===== src/imvs_pkg.sv =====
package imvs_pkg;
  // ****************************************
  // bus map
  // ****************************************
  localparam logic [11:0] ADDR_EXPANDER_CONTROL = 12'hce0; // expander_control
  localparam logic [11:0] ADDR_EXT_IFACE_CONFIG = 12'hb34; // ext_iface_config_two
  localparam logic [11:0] ADDR_STATUS_ONE       = 12'hd80; // status_register_one mirror
  localparam logic [11:0] ADDR_STATUS_ONE_SET   = 12'hd84; // bit set strobe
  localparam logic [11:0] ADDR_STATUS_ONE_CLR   = 12'hd88; // bit clear strobe
  localparam logic [11:0] ADDR_GROUP_FLAG_BASE  = 12'hc00; // 12 flag words
  localparam logic [11:0] ADDR_GROUP_EN_BASE    = 12'hc40; // 12 enable words
  localparam logic [11:0] ADDR_IRQ_STATUS       = 12'hd90; // sticky events
  localparam logic [11:0] ADDR_IRQ_MASK         = 12'hd94; // event mask
  localparam logic [11:0] ADDR_VECTOR_BASE      = 12'h400; // 256 words of vector ram
  // ****************************************
  // sizes and fields
  // ****************************************
  localparam int NUM_GROUPS = 12;
  localparam int GROUP_SIZE = 8;
  localparam int NUM_INPUTS = 96;
  localparam int VEC_DEPTH  = 256;
  localparam int VEC_WIDTH  = 16;
  localparam int BIT_VECTOR_MAP_BIT   = 3;   // vector_map_bit
  localparam int BIT_SWAP   = 11;  // ram_swap_bit
  localparam int BIT_ADDRESSING_MODE_BIT  = 7;   // addressing_mode_bit
  localparam int BIT_OBJ    = 9;   // object_mode_bit
  localparam int BIT_BOOT   = 8;   // boot_select_bit
  localparam int BIT_ENABLE = 0;   // expander_enable_bit
  localparam logic [15:0] ST1_RESET = 16'h0808; // map and swap set, modes clear
  // wired slots per group, a one marks a peripheral source
  localparam logic [95:0] WIRED_SLOTS = {
    8'h00, 8'h00, 8'h00, 8'h3f, 8'h00, 8'h00,
    8'h33, 8'h7f, 8'h7f, 8'h7f, 8'h7f, 8'hfb};
  // ****************************************
  // enumerations
  // ****************************************
  typedef enum logic [2:0] {
    REGION_RAM_FIRST, REGION_RAM_SECOND, REGION_BOOT_ROM,
    REGION_EXT_ZONE, REGION_EXPANDER} imvs_region_t;
  typedef enum logic [1:0] {
    MODE_OBJECT_COMPAT, MODE_NATIVE, MODE_LEGACY_SOURCE, MODE_UNDEFINED} imvs_mode_t;
  localparam logic [21:0] LOW_BASE  = 22'h000000;
  localparam logic [21:0] HIGH_BASE = 22'h3fffc0;
  localparam logic [21:0] PIE_BASE  = 22'h000d00;
endpackage : imvs_pkg


===== src/imvs_top.sv =====
`timescale 1ns/10ps
`default_nettype none
// Overview of operation
// - twelve groups of eight fold onto lines
// - only 45 slots have peripheral sources
// - reserved slots still fire by software flag
// - vectors fetched from one of five regions
// - map, swap, enable, boot bits pick region
// - vector map bit 3, resets to one
// - ram swap bit 11, resets to one
// - boot select bit 8 of config
// - no external iface means pin tied low
// - expander enable bit 0, resets clear
// - reset vector always from high region
// - pin captured at reset, then software only
// - mode decoded from object and addressing bits
// - position one highest within a group
// - vector table is 256x16 undefined ram
module imvs_top
  import imvs_pkg::*;
#(
  parameter bit HAS_EXT_IFACE = 1'b1
) (
  // clock and reset
  input  wire logic                      clk,
  input  wire logic                      reset,
  // apb slave
  input  wire logic                      psel,
  input  wire logic                      penable,
  input  wire logic                      pwrite,
  input  wire logic [11:0]               paddr,
  input  wire logic [31:0]               pwdata,
  output logic      [31:0]               prdata,
  output logic                           pready,
  output logic                           pslverr,
  // peripheral sources and boot pin
  input  wire logic [95:0]               group_slot_input,
  input  wire logic                      boot_source_pin,
  // cpu side
  output logic      [11:0]               cpu_int_line,
  output logic      [11:0][2:0]          group_winner,
  output logic      [21:0]               vector_base,
  output logic      [2:0]                vector_region,
  output logic      [1:0]                compat_mode,
  output logic                           irq
);
  import imvs_pkg::*;

  // ****************************************
  // input synchronisers
  // ****************************************
  // the first stage is read by nothing but the second
  logic [95:0] src_meta;       // first stage, read only by src_sync
  logic [95:0] src_sync;       // usable source levels
  logic [95:0] src_prev;       // for rising edge detect
  logic        pin_meta;       // first stage of boot pin
  logic        pin_sync;       // usable boot pin level
  logic        in_reset_d;     // one cycle after release flag

  // the pin is tied low when the variant lacks the external interface
  // so that variant always boots with the boot bit clear
  wire pin_eff = HAS_EXT_IFACE ? pin_sync : 1'b0;

  // two flops on every foreign level; no reset, so the chain keeps tracking the
  // pins while reset is held and the edge detector starts at the true level
  // (a reset value here could fake an edge on the first cycle after release)
  always_ff @(posedge clk) begin
    src_meta <= group_slot_input;
    src_sync <= src_meta;
    src_prev <= src_sync;
    pin_meta <= boot_source_pin;
    pin_sync <= pin_meta;
  end

  // ****************************************
  // registers
  // ****************************************
  // architectural state seen by software
  logic [15:0] status_one;     // mirror of status_register_one
  logic        boot_select;    // boot_select_bit
  logic        expander_en;    // expander_enable_bit
  logic [95:0] flags;          // group_flag_register bits
  logic [95:0] enables;        // group enable bits
  logic [1:0]  irq_status;     // sticky: line rise, region change
  logic [1:0]  irq_mask;       // gate onto irq
  logic [VEC_WIDTH-1:0] vec_ram [VEC_DEPTH]; // no reset, contents undefined

  // ****************************************
  // bus decode
  // ****************************************
  // a write lands only on the answer edge, where the master samples pready high;
  // this also keeps a flag rewrite from running twice in one access
  wire        wr_stb    = psel & penable & pwrite & pready;
  // reads are looked up on the waiting edge so the data stand with pready
  wire        rd_stb    = psel & penable & ~pwrite & ~pready;
  // word decode, the two low address bits are ignored
  wire [11:0] word_addr = {paddr[11:2], 2'b00};
  wire        hit_ctrl  = (word_addr == ADDR_EXPANDER_CONTROL);
  wire        hit_cfg   = (word_addr == ADDR_EXT_IFACE_CONFIG);
  wire        hit_st1   = (word_addr == ADDR_STATUS_ONE);
  wire        hit_set   = (word_addr == ADDR_STATUS_ONE_SET);
  wire        hit_clr   = (word_addr == ADDR_STATUS_ONE_CLR);
  wire        hit_ist   = (word_addr == ADDR_IRQ_STATUS);
  wire        hit_imsk  = (word_addr == ADDR_IRQ_MASK);
  // twelve flag words and twelve enable words, one byte used in each
  wire        hit_flag  = (word_addr >= ADDR_GROUP_FLAG_BASE) &&
                          (word_addr < ADDR_GROUP_FLAG_BASE + 12'h030);
  wire        hit_en    = (word_addr >= ADDR_GROUP_EN_BASE) &&
                          (word_addr < ADDR_GROUP_EN_BASE + 12'h030);
  // 256 words of vector ram
  wire        hit_vec   = (word_addr >= ADDR_VECTOR_BASE) &&
                          (word_addr < ADDR_VECTOR_BASE + 12'h400);
  // group index from the word offset; flag and enable windows share the low bits
  wire [3:0]  grp_idx   = hit_flag ? 4'(paddr[5:2]) : 4'(paddr[5:2] - 4'h0);
  // bit offset of the group byte; seven bits wide, since group 11 starts at bit 88
  // and a four bit product would wrap onto a lower group
  wire [6:0]  grp_shift = {grp_idx, 3'b000};
  // one vector ram word per bus word
  wire [7:0]  vec_idx   = paddr[9:2];
  // any other address answers with an error and is ignored
  wire        hit_any   = hit_ctrl | hit_cfg | hit_st1 | hit_set | hit_clr |
                          hit_ist | hit_imsk | hit_flag | hit_en | hit_vec;

  // slot rising edges, gated to wired slots; reserved slots get no hardware source
  // a level held high sets its flag once; software clears it
  wire [95:0] hw_event  = src_sync & ~src_prev & WIRED_SLOTS;

  // per-group flag write mask: a software one sets any slot, reserved ones too
  wire [95:0] sw_set    = (wr_stb & hit_flag) ?
                          (96'(pwdata[7:0]) << grp_shift) : 96'h0;
  // the other eleven groups keep their flags
  wire [95:0] sw_keep   = (wr_stb & hit_flag) ?
                          ~(96'(8'hff) << grp_shift) : {96{1'b1}};
  // a hardware event in the same cycle as a rewrite survives
  wire [95:0] next_flags = (flags & sw_keep) | sw_set | hw_event;
  // enables are plain read/write bytes, one per group
  wire [95:0] next_enables = (wr_stb & hit_en) ?
      ((enables & ~(96'(8'hff) << grp_shift)) |
       (96'(pwdata[7:0]) << grp_shift)) : enables;

  // ****************************************
  // status register one and mode bits
  // ****************************************
  // set/clear strobes stand in for the dedicated bit instructions
  // a plain write replaces all sixteen bits
  wire [15:0] next_status_one =
      (wr_stb & hit_st1) ? pwdata[15:0] :
      (wr_stb & hit_set) ? (status_one | pwdata[15:0]) :
      (wr_stb & hit_clr) ? (status_one & ~pwdata[15:0]) : status_one;

  // software state; flags and enables clear so nothing is pending after reset
  // in_reset_d marks the first edge after release for the boot capture
  always_ff @(posedge clk) begin
    if (reset) begin
      status_one <= ST1_RESET;
      expander_en <= 1'b0;
      flags      <= 96'h0;
      enables    <= 96'h0;
      in_reset_d <= 1'b1;
    end else begin
      status_one <= next_status_one;
      flags      <= next_flags;
      enables    <= next_enables;
      in_reset_d <= 1'b0;
      if (wr_stb & hit_ctrl) begin
        expander_en <= pwdata[BIT_ENABLE];
      end
    end
  end

  // boot bit: a reset constant would lose the pin, so it is loaded from the pin
  // on the first edge after release; the pin is ignored from then on
  // no bus write can land on that edge, so the capture never races software
  always_ff @(posedge clk) begin
    if (reset) begin
      boot_select <= 1'b0;
    end else if (in_reset_d) begin
      boot_select <= pin_eff;
    end else if (wr_stb & hit_cfg) begin
      boot_select <= pwdata[BIT_BOOT];
    end
  end

  // vector ram, usable as plain storage while the expander is off
  // one write port from the bus; reads go through the bus mux
  always_ff @(posedge clk) begin
    if (wr_stb & hit_vec) begin
      vec_ram[vec_idx] <= pwdata[15:0];
    end
  end

  // ****************************************
  // group folding and priority
  // ****************************************
  // lowest set bit wins, i.e. position one first
  // an empty group returns zero; the line, not the winner, says it is valid
  function automatic logic [2:0] first_set(input logic [7:0] v);
    logic [2:0] r;
    r = 3'd0;
    for (int i = GROUP_SIZE - 1; i >= 0; i--) begin
      if (v[i]) begin
        r = 3'(i);
      end
    end
    return r;
  endfunction : first_set

  // line and winner per group, registered below
  logic [11:0]      next_lines;
  logic [11:0][2:0] next_winner;
  // every group is presented at once, the cpu arbitrates across groups
  always_comb begin
    for (int g = 0; g < NUM_GROUPS; g++) begin
      next_lines[g]  = |(flags[g*GROUP_SIZE +: GROUP_SIZE] &
                         enables[g*GROUP_SIZE +: GROUP_SIZE]);
      next_winner[g] = first_set(flags[g*GROUP_SIZE +: GROUP_SIZE] &
                                 enables[g*GROUP_SIZE +: GROUP_SIZE]);
    end
  end

  // ****************************************
  // vector region selection
  // ****************************************
  // map bit low picks low ram, then the enable, then the boot bit
  wire vector_map_bit = status_one[BIT_VECTOR_MAP_BIT];
  wire swap = status_one[BIT_SWAP];
  // swap clear is a test-only mapping; software is expected to keep it set
  wire [2:0] next_region =
      !vector_map_bit        ? (swap ? 3'(REGION_RAM_SECOND) : 3'(REGION_RAM_FIRST)) :
      expander_en  ? 3'(REGION_EXPANDER) :
      boot_select  ? 3'(REGION_EXT_ZONE) : 3'(REGION_BOOT_ROM);
  // reset window forces the high region, chosen by pin level alone
  // whatever software wrote before the reset does not count here
  wire [2:0] sel_region = in_reset_d ?
      (pin_eff ? 3'(REGION_EXT_ZONE) : 3'(REGION_BOOT_ROM)) : next_region;
  // base address of the chosen region
  wire [21:0] next_base =
      (sel_region == 3'(REGION_EXPANDER)) ? PIE_BASE :
      (sel_region == 3'(REGION_RAM_FIRST) ||
       sel_region == 3'(REGION_RAM_SECOND)) ? LOW_BASE : HIGH_BASE;
  // mode decode; object clear with addressing set has no defined mode
  wire [1:0] obj_am = {status_one[BIT_OBJ], status_one[BIT_ADDRESSING_MODE_BIT]};
  wire [1:0] next_mode =
      (obj_am == 2'b10) ? 2'(MODE_NATIVE) :
      (obj_am == 2'b11) ? 2'(MODE_LEGACY_SOURCE) :
      (obj_am == 2'b00) ? 2'(MODE_OBJECT_COMPAT) : 2'(MODE_UNDEFINED);

  // ****************************************
  // interrupt status and read mux
  // ****************************************
  // events: any cpu line rising, or the region moving outside the reset window
  wire [1:0] ev_now = {(next_region != vector_region) & ~in_reset_d,
                       |(next_lines & ~cpu_int_line)};
  // write one to clear; an event in the same cycle still sets
  wire [1:0] w1c    = (wr_stb & hit_ist) ? pwdata[1:0] : 2'b00;
  // config readback holds only the boot bit
  wire [15:0] cfg_rd  = 16'(boot_select) << BIT_BOOT;
  // read mux, unmapped reads give zero
  wire [31:0] rd_mux =
      hit_ctrl ? {16'h0, 15'h0, expander_en} :
      hit_cfg  ? {16'h0, cfg_rd} :
      (hit_st1 | hit_set | hit_clr) ? {16'h0, status_one} :
      hit_ist  ? {30'h0, irq_status} :
      hit_imsk ? {30'h0, irq_mask} :
      hit_flag ? {24'h0, 8'(flags >> grp_shift)} :
      hit_en   ? {24'h0, 8'(enables >> grp_shift)} :
      hit_vec  ? {16'h0, vec_ram[vec_idx]} : 32'h0;

  // outputs all from flops; set beats clear on the sticky bits
  // pready is a one-cycle pulse: exactly one wait state per access
  // prdata returns to zero outside an answer so stale data never stand
  always_ff @(posedge clk) begin
    if (reset) begin
      irq_status    <= 2'b00;
      irq_mask      <= 2'b00;
      irq           <= 1'b0;
      cpu_int_line  <= 12'h0;
      group_winner  <= '0;
      vector_region <= 3'(REGION_BOOT_ROM);
      vector_base   <= HIGH_BASE;
      compat_mode   <= 2'(MODE_OBJECT_COMPAT);
      prdata        <= 32'h0;
      pready        <= 1'b0;
      pslverr       <= 1'b0;
    end else begin
      irq_status    <= (irq_status & ~w1c) | ev_now;
      if (wr_stb & hit_imsk) begin
        irq_mask <= pwdata[1:0];
      end
      irq           <= |(irq_status & irq_mask);
      cpu_int_line  <= next_lines;
      group_winner  <= next_winner;
      vector_region <= sel_region;
      vector_base   <= next_base;
      compat_mode   <= next_mode;
      prdata        <= rd_stb ? rd_mux : 32'h0;
      pready        <= psel & penable & ~pready;
      pslverr       <= psel & penable & ~pready & ~hit_any;
    end
  end
endmodule : imvs_top
`default_nettype wire


===== config.mk =====
export PLATFORM = sky130hd
export DESIGN_NAME = imvs_top
export DESIGN_NICKNAME = d
export VERILOG_FILES = /design/src/imvs_pkg.sv /design/src/imvs_top.sv
export SDC_FILE = /design/constraint.sdc
export NUM_CORES = 2
export LEC_CHECK = 0
export BUFFER_PORTS_ARGS = -buffer_cell sky130_fd_sc_hd__buf_2
export CORE_ASPECT_RATIO = 0.5
export CORE_MARGIN = 2
export CORE_UTILIZATION = 55
export CTS_CLUSTER_SIZE = 25
export DETAILED_ROUTE_END_ITERATION = 6
export PLACE_DENSITY = 0.71
export REMOVE_ABC_BUFFERS = 1
export SYNTH_ARGS = -nofsm -noshare
export SYNTH_HDL_FRONTEND = slang
export SYNTH_SLANG_ARGS = --single-unit

===== constraint.sdc =====
create_clock -name clk -period 4 [get_ports clk]
set_clock_uncertainty 0.05 [all_clocks]
set_input_delay 0.2 -clock clk [delete_from_list [all_inputs] [get_ports clk]]
set_output_delay 0.2 -clock clk [all_outputs]
set_load 0.05 [all_outputs]

# Word level (Yosys, flattened, before mapping)
# Memories as Yosys holds them, arrays and structs flattened.
# Index checks and enable logic that the tools add are counted.
word_totals:
  ff_bits: 537
  mem_bits_rw: 4096
  input_bits: 146
  elab_cells: 326
  memories: 1
classes:
  magnitude_cmp: 6
  n_eq_ne: 12
  n_shift: 4
  muxes: 114
  bitwise_logic: 63
  n_reduce_logical: 64
memory_table:
  columns: ["memory", "depth", "word_bits", "rd", "rd_ports_with_merged_regs", "write_ports", "line_no", "text"]
  rows:
  - ["vec_ram", 256, 16, 1, 0, 1, "imvs_top.sv:86", "logic [VEC_WIDTH-1:0] vec_ram [VEC_DEPTH];"]
op_table:
  columns: ["op", "count"]
  rows:
  - ["bitwise AND 96 bit", 2]
  - ["two-way mux 96 bit", 2]
  - ["OR 96 bit", 2]
  - [">> shifter 96 x 7 -> 8 bit", 2]
  - ["two-way mux 3 bit", 51]
  - ["two-way mux 16 bit", 9]
  - ["bitwise AND 8 bit", 12]
  - ["inverter 96 bit", 1]
  - ["OR 96 x 70 -> 96 bit", 1]
  - ["OR reduction 8 bit", 12]
  - ["<< shifter 8 x 7 -> 96 bit", 1]
  - ["<< shifter 8 x 7 -> 96 bit (first input constant)", 1]
  - ["bitwise AND 70 bit", 1]
  - ["== test 10 bit (second input constant)", 7]
  - ["inverter 70 bit", 1]
  - ["OR reduction 5 bit", 12]
  - ["two-way mux 2 bit", 27]
  - ["two-way mux 22 bit", 2]
  - ["OR reduction 3 bit", 13]
  - ["< comparator 12 bit (second input constant)", 3]
  - ["OR reduction 2 bit", 16]
  - [">= comparator 12 bit (second input constant)", 2]
  - ["two-way mux 1 bit", 22]
  - ["bitwise AND 1 bit", 18]
  - ["25 further kinds", 43]

# Logic depth before layout (Yosys ltp)
depth:
  word_depth: 12
  depth_mapped: 15

# Least setup slack after synthesis
# No wires, ideal clock.
synth_path:
  kind: "input to register"
  startpoint: "in paddr[3]"
  endpoint: "mem vec_ram[159][0], enable pin"
  setup_time_ns: 0.388
  arrival_ns: 2.709
  required_time_ns: 3.562
  slack_ns: 0.852
  path_stages: 9
  path_cell_list: "buf_2 buf_2 buf_2 buf_2 clkbuf_1 buf_2 nand3_1 clkbuf_1 nor2_1"
synth_via:
  elab_chain_cells: 5
  elab_cells_between_ends: 6
synth_lines:
  columns: ["element", "line_no", "text"]
  rows:
  - ["start: declaration", "imvs_top.sv:31", "input wire logic [11:0] paddr,"]
  - [">= comparator 12 x 11 -> 1 bit / < comparator 12 bit (equally long branches)", "imvs_top.sv:111, imvs_top.sv:112", null]
  - ["logical AND 1 bit", "imvs_top.sv:111", "wire hit_vec = (word_addr >= ADDR_VECTOR_BASE) &&"]
  - ["bitwise AND 1 bit", "imvs_top.sv:187", "if (wr_stb & hit_vec) begin"]
  - ["two-way mux 1 bit", "imvs_top.sv:187", null]
  - ["two-way mux 1 bit (not written as such)", "imvs_top.sv:188", "vec_ram[vec_idx] <= pwdata[15:0];"]
  - ["end: declaration", "imvs_top.sv:86", null]
# Several ways; a longest one is shown, not always the timed one.

# Final worst setup path
layout_path:
  startpoint: "mem vec_ram[103][0]"
  endpoint: "reg prdata[0]"
layout_via:
  elab_chain_cells: 9
layout_lines:
  columns: ["element", "line_no", "text"]
  rows:
  - ["memory read (256 x 16 bit)", null, null]
  - ["two-way mux 16 bit", "imvs_top.sv:267", "hit_vec ? {16'h0, vec_ram[vec_idx]} : 32'h0;"]
  - ["two-way mux 16 bit", "imvs_top.sv:266", "hit_en ? {24'h0, 8'(enables >> grp_shift)} :"]
  - ["two-way mux 16 bit", "imvs_top.sv:265", "hit_flag ? {24'h0, 8'(flags >> grp_shift)} :"]
  - ["two-way mux 16 bit", "imvs_top.sv:264", "hit_imsk ? {30'h0, irq_mask} :"]
  - ["two-way mux 16 bit", "imvs_top.sv:263", "hit_ist ? {30'h0, irq_status} :"]
  - ["two-way mux 16 bit", "imvs_top.sv:262", "(hit_st1 | hit_set | hit_clr) ? {16'h0, status_one} :"]
  - ["two-way mux 9 bit", "imvs_top.sv:261", "hit_cfg ? {16'h0, cfg_rd} :"]
  - ["two-way mux 1 bit", "imvs_top.sv:260", "hit_ctrl ? {16'h0, 15'h0, expander_en} :"]
  - ["end signal: assignment", "imvs_top.sv:296", "prdata <= rd_stb ? rd_mux : 32'h0;"]
  - ["end: declaration", "imvs_top.sv:33", "output logic [31:0] prdata,"]
# Every way passes these cells.
# A chain may end at the register's enable or synchronous reset.

==> results.txt <==
actual slew at the worst max-slew pin: 1.38 ns
Mapped Cells: 8,610
crit end category: flip-flop
fraction of synthesized cell area taken by the top area cell type: 71.2%
width of the chip: 797 um
H-Tree Level Count: 5
die outline height: 400 um
most common flop cell mapped by yosys: edfxtp_1
ratio of routed vias to standard cells: 6.74
period utilization: 102%
Placed Instance Area: 184,000 um^2
total vias in the final route: 94,600
average footprint of a synthesized cell: 20.1 um^2
Fmax achieved: 0.244 GHz
Starting DRT DRC Count: 15,500
remaining antenna violation count: 0
total global routing overflow: 0
RSZ-0062 raised after global routing: no
Final Routed Wirelength: 492,000 um
number of synthesis warnings: 0
number of nets at the end of the flow: 9,686
core box area: 312,000 um^2
antenna violations before repair: 31
fraction of registers with async set or reset after synthesis: 0%
Hold Path Stages: 4
violations in the final reports: setup timing
# placed instances: 13,200
maximum vdd drop: 0.390 mV
proportion of synthesized chip area in sequential cells: 76.1%
post-layout instance count excluding filler cells: 14,000
TritonCTS clock tree: yes
full die area: 319,000 um^2
CTS max path bufs: 4
number of enable flip-flop cells after synthesis: 4,096
total setup violations reported at the end of the flow: 1
proportion of layout cells with a drive suffix above 1: 26.3%
average wire length per cell after detail routing: 35.0 um
Synth cell types: 72
area of the mapped netlist: 173,000 um^2
Clock Latency Late Sink: 0.91 ns
All-Layer GR Usage: 30.4%
worst slew slack as a fraction of its limit: 8.33%
static leakage power: 0.0638 uW
cell area power density: 479 nW/um^2
kind of start point of the critical path: flip-flop
number of pins exceeding their max-slew limit in the final report: 0
initial standard-cell utilization of the core: 55.3%
arrival time reported for the critical path endpoint: 4.86 ns
final weighted congestion in routability-driven placement: 0.943
type of the most critical hold path: in -> reg
WP data required: 4.77 ns
cell at the root of the clock tree: clkbuf_16
post-placement worst setup slack: -0.270 ns
Clock Sinks: 4,522
DRC violations left: 0
post-synthesis cell type with the largest combined area: edfxtp_1
worst reg-to-reg path cell count: 9
number of buffers inserted by post-CTS setup repair: 0
Row Count: 145
PnR worst setup slack: -0.0957 ns
total half-perimeter wirelength after legalization and detailed placement: 309,000 um
Max Cap Violations: 0
min Tclk post-route: 4.10 ns
number of endpoints with negative hold slack in the final report: 0
end-of-flow core utilization: 63.1%
CTS clk-pin slew, worst paths: 0.07 ns
area of all placed cells without fillers: 197,000 um^2
largest net degree at the start of global routing: 178
run status: finished with violations
FF+latch count, synth: 4,522
clock buffer count from CTS: 383
Pre-antenna DRT Iters: 6
first-pass GRT wire length: 688,000 um
number of global-route vias before repair: 90,900
highest net fanout along the worst path: 1
IO Pins: 256
top post-synthesis cells by area: edfxtp_1, mux4_2, dfxtp_1
classification of the worst setup path: reg -> reg
I/O Buffers: 164
area grow syn2layout: 14.0%
worst paths after layout:
check	start	to	slack, ns
max	vec_ram[103][0]	prdata[0]	-0.1
min	paddr[9]	prdata[1]	0.11
max reg2reg	vec_ram[103][0]	prdata[0]	-0.1
min reg2reg	src_meta[66]	src_sync[66]	0.27
layout make-up:
cell class              count  area [um^2]
flip-flops and latches   4522       132000
fillers                 20800       115000
multi-input cells        3563        38500
clock buffers             475        10200
repair buffers           1062         9410
well taps                4189         5240
clock inverters           215         2190
inverters                   6         30.0
diodes                      7         17.5
cells in the mapped netlist, drive strengths merged (64+ instances only):
cell type / count
dfxtp: 426
nand3: 110
mux2i: 311
o22ai: 72
mux4: 1017
buf: 301
clkbuf: 239
edfxtp: 4096
a221oi: 67
nand2b: 64
a22oi: 279
nor2: 429
a21oi: 290
nand2: 421
a22o: 80
per-layer routing:
metal | track usage [%] | wire length [um] | vias up | part of all wire, %
li1 | - | - | 37300 | -
met1 | 43.5 | 181000 | 49400 | 37
met2 | 44.5 | 218000 | 6897 | 44
met3 | 10.1 | 71900 | 1028 | 15
met4 | 10.6 | 20000 | 24 | 4.1
met5 | 0 | 169 | - | 0.034
cell usage in the layout, fill, tap and decap left out, types with 38 or more instances in the layout:
master         count
dlygate4sd3_1    117
buf_12           109
mux4_2          1017
a221oi_1          66
a21oi_1          290
clkinv_1          70
o21ai_0           52
clkbuf_16        388
a22oi_1          279
clkbuf_1          74
clkinv_2          62
o22ai_1           72
dfxtp_1          426
edfxtp_1        4096
nand3_1          102
nand2b_1          62
buf_2            142
mux2i_1          311
nor2_1           406
nand2_1          410
a22o_1            80
bufinv_16         38
buf_4            674
nor3_1            50
kinds of logic after synthesis:
family	after synthesis	synth area share, %
buffers and inverters	546	1.77
and+or+nand+nor	1197	3.04
adders and majority gates	2	0.0145
DFF	4522	76.1
muxes	1335	15.1
other	1	0.00217
xor gates and xnor gates	1	0.00507
AOI/OAI and AO/OA	1006	3.99
through the flow:
| step | setup TNS [ns] | hold WS, ns | total power [uW] |
|---|---|---|---|
| after detailed placement | -0.477 | 0.254 | 57600 |
| after global routing | 0 | 0.0704 | 96500 |
| final | -0.0957 | 0.112 | 94500 |
| after CTS | 0 | 0.0330 | 94500 |
| after floorplan | - | 0.178 | 54400 |
| after global placement | -0.470 | 0.252 | 57500 |
registers in the layout, summed over array words and instances, names as in the netlist, 16 cells and up, named ones only:
signal,flops
vec_ram,4096
enables,96
flags,96
src_meta,45
src_prev,45
src_sync,45
group_winner,36
prdata,16
where the power goes:
| group | total [uW] | internal [uW] | leakage, uW | switching, uW |
|---|---|---|---|---|
| Clock | 37700 | 20600 | 0.00602 | 17100 |
| Combinational | 5210 | 1810 | 0.0175 | 3400 |
| Sequential | 51600 | 51500 | 0.0403 | 74.0 |
worst max-delay path, stage by stage (launching register included):
cell,delay [ns]
edfxtp_1,0.36
mux4_2,0.46
a22oi_1,0.24
nand2_1,0.31
nand3_1,0.23
a41oi_1,0.44
a31oi_1,1.09
a31oi_1,0.40
buf_4,0.26
o21a_1,0.16
timing repair:
action	in CTS	in global routing
endpoints found under the hold margin	1245	0
gates resized for setup	0	1
hold buffers	117	0
endpoints found under the setup margin	0	1
Power figures use the tool's default switching activity.
